## config.mk

```make
export PLATFORM = sky130hd
export DESIGN_NAME = ocs_top
export DESIGN_NICKNAME = d
export VERILOG_FILES = /design/src/core/ocs_pkg.sv /design/src/core/ocs_top.sv /design/src/core/ocs_sync.sv
export SDC_FILE = /design/constraint.sdc
export NUM_CORES = 1
export LEC_CHECK = 0
export BUFFER_PORTS_ARGS = -buffer_cell sky130_fd_sc_hd__buf_2
export CAP_MARGIN = 10
export CORE_MARGIN = 10
export CORE_UTILIZATION = 42
export CTS_CLUSTER_SIZE = 12
export DETAILED_ROUTE_END_ITERATION = 7
export GPL_TIMING_DRIVEN = 0
export PLACE_DENSITY = 0.82
export SLEW_MARGIN = 20
export SYNTH_ARGS = -nofsm -noshare
export SYNTH_HDL_FRONTEND = slang
export SYNTH_SLANG_ARGS = --single-unit
```

## constraint.sdc

```tcl
create_clock -name i_clk -period 1.8 [get_ports i_clk]
set_clock_uncertainty 0.1 [all_clocks]
set_input_delay 0.36 -clock i_clk [delete_from_list [all_inputs] [get_ports i_clk]]
set_output_delay 0.36 -clock i_clk [all_outputs]
set_load 0.02 [all_outputs]
```

## src/core/ocs_pkg.sv

```systemverilog
// Package with register map, field layout and encodings for the oscillator clock select block
package ocs_pkg;

  // Register indexes; byte address is four times the index
  localparam logic [15:0] OCS_IDX_MASK_OPTION_WORD = 16'hffcf;
  localparam logic [15:0] OCS_IDX_CONFIG_WORD_TWO = 16'h001d;
  localparam logic [15:0] OCS_IDX_STATUS = 16'h001e;
  localparam int OCS_ADDR_W = 18;
  localparam logic [OCS_ADDR_W-1:0] OCS_ADDR_MASK_OPTION_WORD = {OCS_IDX_MASK_OPTION_WORD, 2'b00};
  localparam logic [OCS_ADDR_W-1:0] OCS_ADDR_CONFIG_WORD_TWO = {OCS_IDX_CONFIG_WORD_TWO, 2'b00};
  localparam logic [OCS_ADDR_W-1:0] OCS_ADDR_STATUS = {OCS_IDX_STATUS, 2'b00};

  // Mask option word: main reference select field
  localparam int OCS_MOW_SEL_LO = 0;
  localparam int OCS_MOW_SEL_HI = 1;

  // Config word two field positions
  localparam int OCS_CFG_TB_SEL_LO = 0;
  localparam int OCS_CFG_TB_SEL_HI = 1;
  localparam int OCS_CFG_STOP_INT_DIS = 2;
  localparam int OCS_CFG_STOP_XTAL_KEEP = 3;
  localparam int OCS_CFG_STOP_RC_KEEP = 4;
  localparam int OCS_CFG_W = 5;
  localparam logic [OCS_CFG_W-1:0] OCS_CFG_RESET = 5'h00;

  // Status word field positions
  localparam int OCS_ST_INT_EN = 0;
  localparam int OCS_ST_RC_EN = 1;
  localparam int OCS_ST_XTAL_EN = 2;
  localparam int OCS_ST_STOP = 3;
  localparam int OCS_ST_W = 4;

  // Bus response codes
  localparam logic [1:0] OCS_RESP_OKAY = 2'h0;
  localparam logic [1:0] OCS_RESP_SLVERR = 2'h2;

  // Main reference select encodings
  typedef enum logic [1:0] {
    OCS_MAIN_UNUSED = 2'b00,
    OCS_MAIN_INT = 2'b01,
    OCS_MAIN_RC = 2'b10,
    OCS_MAIN_XTAL = 2'b11
  } ocs_main_sel_e;

  // Timebase reference select encodings
  typedef enum logic [1:0] {
    OCS_TB_INT = 2'b00,
    OCS_TB_RC = 2'b01,
    OCS_TB_XTAL = 2'b10,
    OCS_TB_UNUSED = 2'b11
  } ocs_tb_sel_e;

endpackage

```

## src/core/ocs_top.sv

```systemverilog
// Oscillator reference clock selection with stop-mode gating and AXI4-Lite registers
//
// Design decision made here: the AXI4-Lite interface to the registers.
`timescale 1ns/1ps
`default_nettype none
module ocs_top #(
  parameter int ADDR_W = ocs_pkg::OCS_ADDR_W
) (
  input wire logic i_clk,
  input wire logic i_rst,
  // Oscillator and pin side
  input wire logic i_internal_osc_clock,
  input wire logic i_rc_osc_clock,
  input wire logic i_crystal_osc_clock,
  input wire logic i_crystal_amp_out,
  input wire logic i_bus_clock,
  input wire logic [7:0] i_mask_option_word,
  input wire logic i_stop_mode,
  output logic o_internal_osc_enable,
  output logic o_rc_osc_enable,
  output logic o_crystal_osc_enable,
  output logic o_main_reference_clock,
  output logic o_pll_reference_clock,
  output logic o_timebase_reference_clock,
  output logic o_osc_output_pin,
  // AXI4-Lite slave
  input wire logic [ADDR_W-1:0] i_s_axi_awaddr,
  input wire logic i_s_axi_awvalid,
  output logic o_s_axi_awready,
  input wire logic [31:0] i_s_axi_wdata,
  input wire logic [3:0] i_s_axi_wstrb,
  input wire logic i_s_axi_wvalid,
  output logic o_s_axi_wready,
  output logic [1:0] o_s_axi_bresp,
  output logic o_s_axi_bvalid,
  input wire logic i_s_axi_bready,
  input wire logic [ADDR_W-1:0] i_s_axi_araddr,
  input wire logic i_s_axi_arvalid,
  output logic o_s_axi_arready,
  output logic [31:0] o_s_axi_rdata,
  output logic [1:0] o_s_axi_rresp,
  output logic o_s_axi_rvalid,
  input wire logic i_s_axi_rready
);

  // Synchronised oscillator levels and pins
  logic [4:0] pins_sync;
  logic int_osc_s; // Internal oscillator level
  logic rc_osc_s; // RC oscillator level
  logic xtal_osc_s; // Crystal oscillator level
  logic xamp_s; // Crystal amplifier output level
  logic bus_s; // Bus clock level

  // Option word and configuration state
  logic [7:0] mask_option_word; // Captured after reset release
  logic mow_loaded; // Option word captured since last reset
  logic [ocs_pkg::OCS_CFG_W-1:0] config_word_two; // Software written config
  ocs_pkg::ocs_main_sel_e main_sel; // Decoded main select
  ocs_pkg::ocs_tb_sel_e tb_sel; // Decoded timebase select

  // Enables and selected clocks
  logic next_int_en;
  logic next_rc_en;
  logic next_xtal_en;
  logic next_main;
  logic next_tb;
  logic next_pin_out; // Oscillator output pin level

  // Bus slave state
  logic aw_held; // Write address captured
  logic w_held; // Write data captured
  logic [ADDR_W-1:0] aw_addr;
  logic [31:0] w_data;
  logic [3:0] w_strb;
  logic [31:0] next_rdata;
  logic next_rerr;

  // Oscillator levels arrive from another timing domain, so synchronise them
  ocs_sync #(
    .WIDTH(5)
  ) ocs_sync_inst (
    .i_clk(i_clk),
    .i_rst(i_rst),
    .i_async({i_bus_clock, i_crystal_amp_out, i_crystal_osc_clock, i_rc_osc_clock, i_internal_osc_clock}),
    .o_sync(pins_sync)
  );

  assign int_osc_s = pins_sync[0];
  assign rc_osc_s = pins_sync[1];
  assign xtal_osc_s = pins_sync[2];
  assign xamp_s = pins_sync[3];
  assign bus_s = pins_sync[4];

  // Capture the option word once after reset; it is static afterwards, not writable
  always_ff @(posedge i_clk) begin
    if (i_rst) begin
      mask_option_word <= 8'h00;
      mow_loaded <= 1'b0;
    end else if (!mow_loaded) begin
      mask_option_word <= i_mask_option_word;
      mow_loaded <= 1'b1;
    end
  end

  // Field decode of both select words
  assign main_sel = ocs_pkg::ocs_main_sel_e'(
    mask_option_word[ocs_pkg::OCS_MOW_SEL_HI:ocs_pkg::OCS_MOW_SEL_LO]);
  assign tb_sel = ocs_pkg::ocs_tb_sel_e'(
    config_word_two[ocs_pkg::OCS_CFG_TB_SEL_HI:ocs_pkg::OCS_CFG_TB_SEL_LO]);

  // Oscillator enables; RC and crystal are mutually exclusive by construction
  always_comb begin
    // Internal oscillator ignores main choice; only stop with the disable bit halts it
    next_int_en = !(i_stop_mode && config_word_two[ocs_pkg::OCS_CFG_STOP_INT_DIS]);
    next_rc_en = (main_sel == ocs_pkg::OCS_MAIN_RC) &&
                 (!i_stop_mode || config_word_two[ocs_pkg::OCS_CFG_STOP_RC_KEEP]);
    next_xtal_en = (main_sel == ocs_pkg::OCS_MAIN_XTAL) &&
                   (!i_stop_mode || config_word_two[ocs_pkg::OCS_CFG_STOP_XTAL_KEEP]);
  end

  // Main reference and output pin mux
  always_comb begin
    case (main_sel)
      ocs_pkg::OCS_MAIN_INT: begin
        next_main = int_osc_s && next_int_en;
        next_pin_out = bus_s;
      end
      ocs_pkg::OCS_MAIN_RC: begin
        next_main = rc_osc_s && next_rc_en;
        next_pin_out = bus_s;
      end
      ocs_pkg::OCS_MAIN_XTAL: begin
        next_main = xtal_osc_s && next_xtal_en;
        next_pin_out = xamp_s;
      end
      default: begin
        // Unused encoding passes nothing through
        next_main = 1'b0;
        next_pin_out = 1'b0;
      end
    endcase
  end

  // Timebase mux; RC or crystal only usable when also the main choice
  always_comb begin
    case (tb_sel)
      ocs_pkg::OCS_TB_INT: next_tb = int_osc_s && next_int_en;
      ocs_pkg::OCS_TB_RC: next_tb = rc_osc_s && next_rc_en;
      ocs_pkg::OCS_TB_XTAL: next_tb = xtal_osc_s && next_xtal_en;
      default: next_tb = 1'b0; // Unused encoding
    endcase
  end

  // Registered clock and enable outputs; one cycle of latency after the synchroniser
  always_ff @(posedge i_clk) begin
    if (i_rst) begin
      o_internal_osc_enable <= 1'b1;
      o_rc_osc_enable <= 1'b0;
      o_crystal_osc_enable <= 1'b0;
      o_main_reference_clock <= 1'b0;
      o_pll_reference_clock <= 1'b0;
      o_timebase_reference_clock <= 1'b0;
      o_osc_output_pin <= 1'b0;
    end else begin
      o_internal_osc_enable <= next_int_en;
      // Option word not yet captured: keep external oscillators off
      o_rc_osc_enable <= next_rc_en && mow_loaded;
      o_crystal_osc_enable <= next_xtal_en && mow_loaded;
      o_main_reference_clock <= next_main;
      o_pll_reference_clock <= next_main;
      o_timebase_reference_clock <= next_tb;
      o_osc_output_pin <= next_pin_out;
    end
  end

  // Write channel acceptance; address and data may arrive in either order
  assign o_s_axi_awready = !aw_held && !o_s_axi_bvalid;
  assign o_s_axi_wready = !w_held && !o_s_axi_bvalid;

  // Latch address and data, then perform the write when both are held
  always_ff @(posedge i_clk) begin
    if (i_rst) begin
      aw_held <= 1'b0;
      w_held <= 1'b0;
      aw_addr <= '0;
      w_data <= 32'h00000000;
      w_strb <= 4'h0;
      o_s_axi_bvalid <= 1'b0;
      o_s_axi_bresp <= ocs_pkg::OCS_RESP_OKAY;
    end else begin
      if (i_s_axi_awvalid && o_s_axi_awready) begin
        aw_held <= 1'b1;
        aw_addr <= i_s_axi_awaddr;
      end
      if (i_s_axi_wvalid && o_s_axi_wready) begin
        w_held <= 1'b1;
        w_data <= i_s_axi_wdata;
        w_strb <= i_s_axi_wstrb;
      end
      if (aw_held && w_held) begin
        aw_held <= 1'b0;
        w_held <= 1'b0;
        o_s_axi_bvalid <= 1'b1;
        // Option word and status are read only: writes are dropped but answered
        if (aw_addr == ocs_pkg::OCS_ADDR_CONFIG_WORD_TWO || aw_addr == ocs_pkg::OCS_ADDR_MASK_OPTION_WORD ||
            aw_addr == ocs_pkg::OCS_ADDR_STATUS) begin
          o_s_axi_bresp <= ocs_pkg::OCS_RESP_OKAY;
        end else begin
          o_s_axi_bresp <= ocs_pkg::OCS_RESP_SLVERR;
        end
      end else if (o_s_axi_bvalid && i_s_axi_bready) begin
        o_s_axi_bvalid <= 1'b0;
      end
    end
  end

  // Config word two update; only the low byte lane carries fields
  always_ff @(posedge i_clk) begin
    if (i_rst) begin
      config_word_two <= ocs_pkg::OCS_CFG_RESET;
    end else if (aw_held && w_held && aw_addr == ocs_pkg::OCS_ADDR_CONFIG_WORD_TWO && w_strb[0]) begin
      config_word_two <= w_data[ocs_pkg::OCS_CFG_W-1:0];
    end
  end

  // Read decode; unused upper bits read as zero
  always_comb begin
    next_rdata = 32'h00000000;
    next_rerr = 1'b0;
    case (i_s_axi_araddr)
      ocs_pkg::OCS_ADDR_MASK_OPTION_WORD: next_rdata[7:0] = mask_option_word;
      ocs_pkg::OCS_ADDR_CONFIG_WORD_TWO: next_rdata[ocs_pkg::OCS_CFG_W-1:0] = config_word_two;
      ocs_pkg::OCS_ADDR_STATUS: begin
        next_rdata[ocs_pkg::OCS_ST_INT_EN] = o_internal_osc_enable;
        next_rdata[ocs_pkg::OCS_ST_RC_EN] = o_rc_osc_enable;
        next_rdata[ocs_pkg::OCS_ST_XTAL_EN] = o_crystal_osc_enable;
        next_rdata[ocs_pkg::OCS_ST_STOP] = i_stop_mode;
      end
      default: next_rerr = 1'b1; // Unmapped address
    endcase
  end

  // Read channel: one read in flight, answered the cycle after acceptance
  assign o_s_axi_arready = !o_s_axi_rvalid;

  always_ff @(posedge i_clk) begin
    if (i_rst) begin
      o_s_axi_rvalid <= 1'b0;
      o_s_axi_rdata <= 32'h00000000;
      o_s_axi_rresp <= ocs_pkg::OCS_RESP_OKAY;
    end else if (i_s_axi_arvalid && o_s_axi_arready) begin
      o_s_axi_rvalid <= 1'b1;
      o_s_axi_rdata <= next_rdata;
      o_s_axi_rresp <= next_rerr ? ocs_pkg::OCS_RESP_SLVERR : ocs_pkg::OCS_RESP_OKAY;
    end else if (o_s_axi_rvalid && i_s_axi_rready) begin
      o_s_axi_rvalid <= 1'b0;
    end
  end

endmodule
`default_nettype wire

```

## src/core/ocs_sync.sv

```systemverilog
// Two flip-flop level synchroniser for pin inputs
`timescale 1ns/1ps
`default_nettype none
module ocs_sync #(
  parameter int WIDTH = 1
) (
  input wire logic i_clk,
  input wire logic i_rst,
  input wire logic [WIDTH-1:0] i_async,
  output logic [WIDTH-1:0] o_sync
);

  logic [WIDTH-1:0] meta; // First stage, read only by the second stage

  // Two stages; only the second one is visible to other logic
  always_ff @(posedge i_clk) begin
    if (i_rst) begin
      meta <= '0;
      o_sync <= '0;
    end else begin
      meta <= i_async;
      o_sync <= meta;
    end
  end

endmodule
`default_nettype wire

```

### After elaboration in Yosys (flattened, before gate mapping)

Index checks and enable logic that the tools add are counted.

| cells by class | value |
|---|---|
| reductions and logical operators | 34 |
| multiplexer cells | 13 |
| equal/unequal tests | 11 |

Operator list:

| kind | number |
|---|---|
| $eq A18 B7 Y1 const B | 4 |
| $eq A18 B18 Y1 const B | 2 |
| $logic_and A1 B1 Y1 | 18 |
| $pmux W4 S3 | 1 |
| $eq A2 B2 Y1 const B | 3 |
| $logic_not A1 Y1 | 6 |
| $pmux W1 S3 | 2 |
| $mux W1 | 5 |
| $eq A2 B1 Y1 const B | 2 |
| $logic_or A1 B1 Y1 | 4 |
| $mux W2 | 2 |
| $pmux W1 S2 | 2 |
| $reduce_bool A2 Y1 | 2 |
| $reduce_or A2 Y1 | 2 |
| $mux W3 | 1 |
| $reduce_or A3 Y1 | 1 |
| $logic_not A2 Y1 | 1 |

| storage, ports and cells | value |
|---|---|
| word-level logic and storage cells | 79 |
| input port bits | 93 |
| flip-flop bits (word level) | 70 |
| output and inout port bits | 48 |

### Depth between registers and ports, before layout

| depth | value |
|---|---|
| word-level depth | 5 |
| gate-level depth with buffers | 6 |
| gate-level depth less buffers | 6 |

### Hierarchy

Synthesis repeated with hierarchy kept, for this count alone.

| second synthesis, totals | value |
|---|---|
| cell total of the unflattened synthesis | 322 |
| area, all modules | 2896.5 µm² |

By module, submodules not included:

| module | times used | cells each | area each (µm²) | sequential area each (µm²) |
|---|---|---|---|---|
| ocs_top | 1 | 302 | 2633.8 | 1161.1 |
| ocs_sync | 1 | 20 | 262.8 | 200.2 |

### Worst setup path before layout

OpenSTA, ideal clock, no wires.

| path | value |
|---|---|
| path kind | input-to-reg |
| start | input i_s_axi_araddr[7] |
| end | register o_s_axi_rdata[2] |
| path slack | -0.003 ns |
| cell stages on the path | 5 |
| data arrival time | 1.637 ns |
| library setup time | 0.066 ns |
| required time | 1.634 ns |
| path buffers | 0 |
| cells stage by stage | nand4b_1 -> or3_4 -> or4_4 -> a31o_1 -> a21oi_2 |

| on the way | value |
|---|---|
| word-level cells in the longest chain between the ends | 2 |
| elaborated cells between the ends (all ways) | 4 |
| those cells by class | 3 x eq/ne; 1 x mux |

RTL lines:

| element | RTL line | RTL |
|---|---|---|
| from (decl) | ocs_top.sv:37 | `input wire logic [ADDR_W-1:0] i_s_axi_araddr,` |
| $eq A18 B7 Y1 or $eq A18 B18 Y1 (tied branches) | ocs_top.sv:230 | `case (i_s_axi_araddr)` |
| $pmux W4 S3 * | ocs_top.sv:230 |  |
| to (signal assigned) | ocs_top.sv:253 | `o_s_axi_rdata <= next_rdata;` |
| to (decl) | ocs_top.sv:40 | `output logic [31:0] o_s_axi_rdata,` |

Every way passes the cells marked *; elsewhere a longest branch is shown, timed or not.
A chain may end at the register's enable or synchronous reset.

### Final worst setup path

| path | value |
|---|---|
| start | register aw_addr[8] |
| end | register config_word_two[0] in the netlist's numbering |

| on the way | value |
|---|---|
| word-level cells in the longest chain between the ends | 3 |

RTL lines:

| element | RTL line | RTL |
|---|---|---|
| from (decl) | ocs_top.sv:72 | `logic [ADDR_W-1:0] aw_addr;` |
| from (signal assigned) | ocs_top.sv:193 | `aw_addr <= i_s_axi_awaddr;` |
| $eq A18 B7 Y1 | ocs_top.sv:221 | `end else if (aw_held && w_held && aw_addr == ocs_pkg::OCS_ADDR_CONFIG_WORD_TWO && w_strb[0]) begin` |
| $logic_and A1 B1 Y1 (2 in series) | ocs_top.sv:221 |  |
| to (signal assigned) | ocs_top.sv:220 | `config_word_two <= ocs_pkg::OCS_CFG_RESET;` |
| to (signal assigned) | ocs_top.sv:222 | `config_word_two <= w_data[ocs_pkg::OCS_CFG_W-1:0];` |
| to (decl) | ocs_top.sv:57 | `logic [ocs_pkg::OCS_CFG_W-1:0] config_word_two;` |

Every way passes these cells.

==> results by group <==
Power and ir drop
  • Overall power: 3.46 mW
  • PwrDens: 904 nW/µm²
  • LEAKAGE: 1.67 nW
  • Worst VDD drop: 0.625 mV

Drt
  • WL per Instance: 13.6 µm
  • Via count: 2638
  • Via density: ~4.7
  • Initial DRC Count: 82
  • Final wirelength: 7620 µm
  • Antenna-violating nets left: 0
  • Drt first pass iters: 4
  • DRC violations left: 0

Worst setup path
  • R2r worst-path depth: 6
  • Critical Path RT: 1.93 ns
  • CP startpoint: aw_addr[8]
  • CP Class: reg2reg
  • Reg-to-Reg Start: aw_addr[8]
  • Crit end category: flop
  • Worst-path maximum fanout: 5
  • CP Data Arrival Time: 1.85 ns
  • CP Launch Type: flop

Clocking
  • Reg clk slew, reported paths: 0.07 ns
  • Root buffer cell: clkbuf_8
  • CTS tree: yes
  • Setup Buffers After CTS: 0
  • Clock sinks: 68
  • # hold bufs at CTS: 0
  • TritonCTS Buffers: 9
  • Worst-Skew Late Latency: 0.35 ns
  • H-tree depth: 3
  • Maximum buffer depth of the clock tree: 2

Floorplanning
  • Starting Density: 43.2%
  • Die X-Extent: 104 µm
  • Core area: between 6000 and 7000 µm²
  • Chip height: 104 µm
  • Number of top-level pins: 141
  • # rows: 30
  • Die area: 10700 µm²

Hold path
  • Hold wc startpoint: i_rc_osc_clock
  • Hold crit path type: in2reg
  • Hold depth: 2

Yosys
  • Largest area contributor in the netlist: dfxtp_1
  • Yosys reg bits: 68
  • Synth async-reset ratio: 0%
  • Cell variety after synth: 41
  • Yosys top cell area share: roughly 46%
  • Yosys warning count: 0
  • Cells after synthesis: 339
  • Synth Flop Type: dfxtp_1
  • Syn Std Cell Area: 2940 µm²
  • Area contributors post-synth: dfxtp_1 46%, mux2i_1 7.2%, buf_4 6.9%
  • Syn_area_per_cell: slightly below 9 µm²
  • Number of flops mapped to enable cells by yosys: 0
  • Post-synthesis sequential area ratio: 46.3%

Global routing
  • Overall routing resource usage: 13.9%
  • Vias in the first global route: 2608
  • Total grt overflow: 0
  • Antenna violations before repair: 1
  • Pin count of the biggest net entering global routing: 13
  • First-pass GRT wire length: around 12000 µm

STA
  • Crit path time final: around 1.7 ns
  • Max-slew violations: 0
  • FMAX: 0.581 GHz
  • Setup violators final: 0
  • RSZ-0062 raised after global routing: true
  • Slew @ Worst Pin: between 0.6 and 0.7 ns
  • Part of the cycle the worst path needs: a little over nine tenths
  • Relative slew margins: 58.9%
  • Final number of hold-violating endpoints: 0
  • WHS: ~0.12 ns

Layout
  • Layout cells sized above 1: slightly below 30%
  • Area Overhead vs Synth: 30.1%
  • Cell Count, Final, Fillers Out: between 500 and 600
  • Final cell utilization of the core: a little under three fifths
  • Layout net count: 555
  • Final instance area: 3820 µm²

Placed design
  • RePlAce Congestion: 0.835
  • I/O Buffers: 83
  • Placed cell areas: 3580 µm²
  • HPWL Detailed: 5960 µm
  • Placed instance count: 543

Flow run
  • Max_cap viols: 0

Run status
  • Outcome: finished, final reports clean
cell families (layout without fill, tap and decap cells):
family,Yosys count,in the layout,share of synthesized area [%]
XOR/XNOR,1,1,0.298
AO/OA/AOI/OAI,55,55,11.3
AND/OR/NAND/NOR,141,141,23.4
other,1,27,0.128
buffers and inverters,48,147,9.62
adder cells (fa/ha/maj),4,4,1.70
multiplexers,21,21,7.15
flip-flops,68,68,46.3
placed cells by master (no fill, tap or decap), types with 2 or more instances in the layout:
cell and n:
and2_1 2, a21oi_2 2, a31o_1 2, buf_2 83, clkbuf_1 13, nor3_1 5, nand2b_1 4, and3b_1 2
a21oi_1 29, ha_1 4, bufinv_16 2, inv_1 5, clkinvlp_4 3, o21ai_0 6, a22oi_1 5, nand2_1 50
dfxtp_1 68, nor2b_1 13, nor4b_1 3, o211ai_1 2, nand4_1 5, buf_4 27, conb_1 26, nand3_1 10
nor4_1 3, mux2i_1 21, nand4b_1 3, o21a_1 2, clkbuf_8 10, nor2_1 33
cell usage after synthesis (3+ instances only):
| master | number |
|---|---|
| dfxtp_1 | 68 |
| nand2_1 | 50 |
| nor2_1 | 34 |
| a21oi_1 | 29 |
| buf_4 | 27 |
| mux2i_1 | 21 |
| clkbuf_1 | 14 |
| nor2b_1 | 13 |
| nand3_1 | 10 |
| o21ai_0 | 6 |
| a22oi_1 | 5 |
| inv_1 | 5 |
| nand4_1 | 5 |
| nor3_1 | 5 |
| ha_1 | 4 |
| nand2b_1 | 4 |
| nor4_1 | 4 |
| nor4b_1 | 4 |
| nand4b_1 | 3 |
power breakdown:
| group | switching (mW) | leakage, nW | internal [mW] |
|---|---|---|---|
| clock | 0.585 | 0.105 | 0.814 |
| sequential | 0.0510 | 0.557 | 1.58 |
| combinational | 0.243 | 1.01 | 0.186 |
| total | 0.879 | 1.67 | 2.58 |
worst max-delay path, stage by stage (launching register included):
cell and delay (ns):
dfxtp_1 0.37, nor4b_4 0.31, nand4_1 0.14, and3b_1 0.23, clkbuf_4 0.19, mux2i_1 0.21, nor2_1 0.05
flip-flops by register name, summed over array words and instances, names as in the netlist, 5 cells and up:
register and flops:
aw_addr 18, mask_option_word 8, o_s_axi_rdata 8, config_word_two 5
ocs_sync_inst.meta 5, ocs_sync_inst.o_sync 5, w_data 5
layout make-up:
type	instances	area, µm²
Clock inverter	6	87.6
Sequential cell	68	1360
Antenna cell	1	2.50
Tap cell	96	120
Buffer	42	264
Inverter	6	22.5
Fill cell	614	2970
Multi-Input combinational cell	248	1410
Timing Repair Buffer	83	415
Clock buffer	10	138
metrics by stage:
stage               setup slack (ns)  setup TNS (ns)
floorplan                     0.0191               0
global placement              -0.127          -0.774
detailed placement            -0.186          -0.876
CTS                           0.0388               0
global route                 -0.0171         -0.0171
finish                        0.0780               0
what timing repair did:
item | in CTS | in global routing
endpoints found under the hold margin | 0 | 0
gates resized for setup | 1 | 4
endpoints found under the setup margin | 5 | 14
routing by layer:
metal,track usage [%],vias to the layer above,part of all wire [%]
li1,-,1344,-
met1,15.2,1170,43
met2,22.7,108,47
met3,5.02,16,8.3
met4,7.66,0,2.4
met5,0,-,0
final timing paths:
kind | end | slack, ns
hold reg to reg | ocs_sync_inst.o_sync[3] | 0.33
setup reg to reg | config_word_two[0] | 0.08
hold / removal | ocs_sync_inst.meta[1] | 0.12
setup / recovery | config_word_two[0] | 0.08
(Power assumes the default switching activity.)
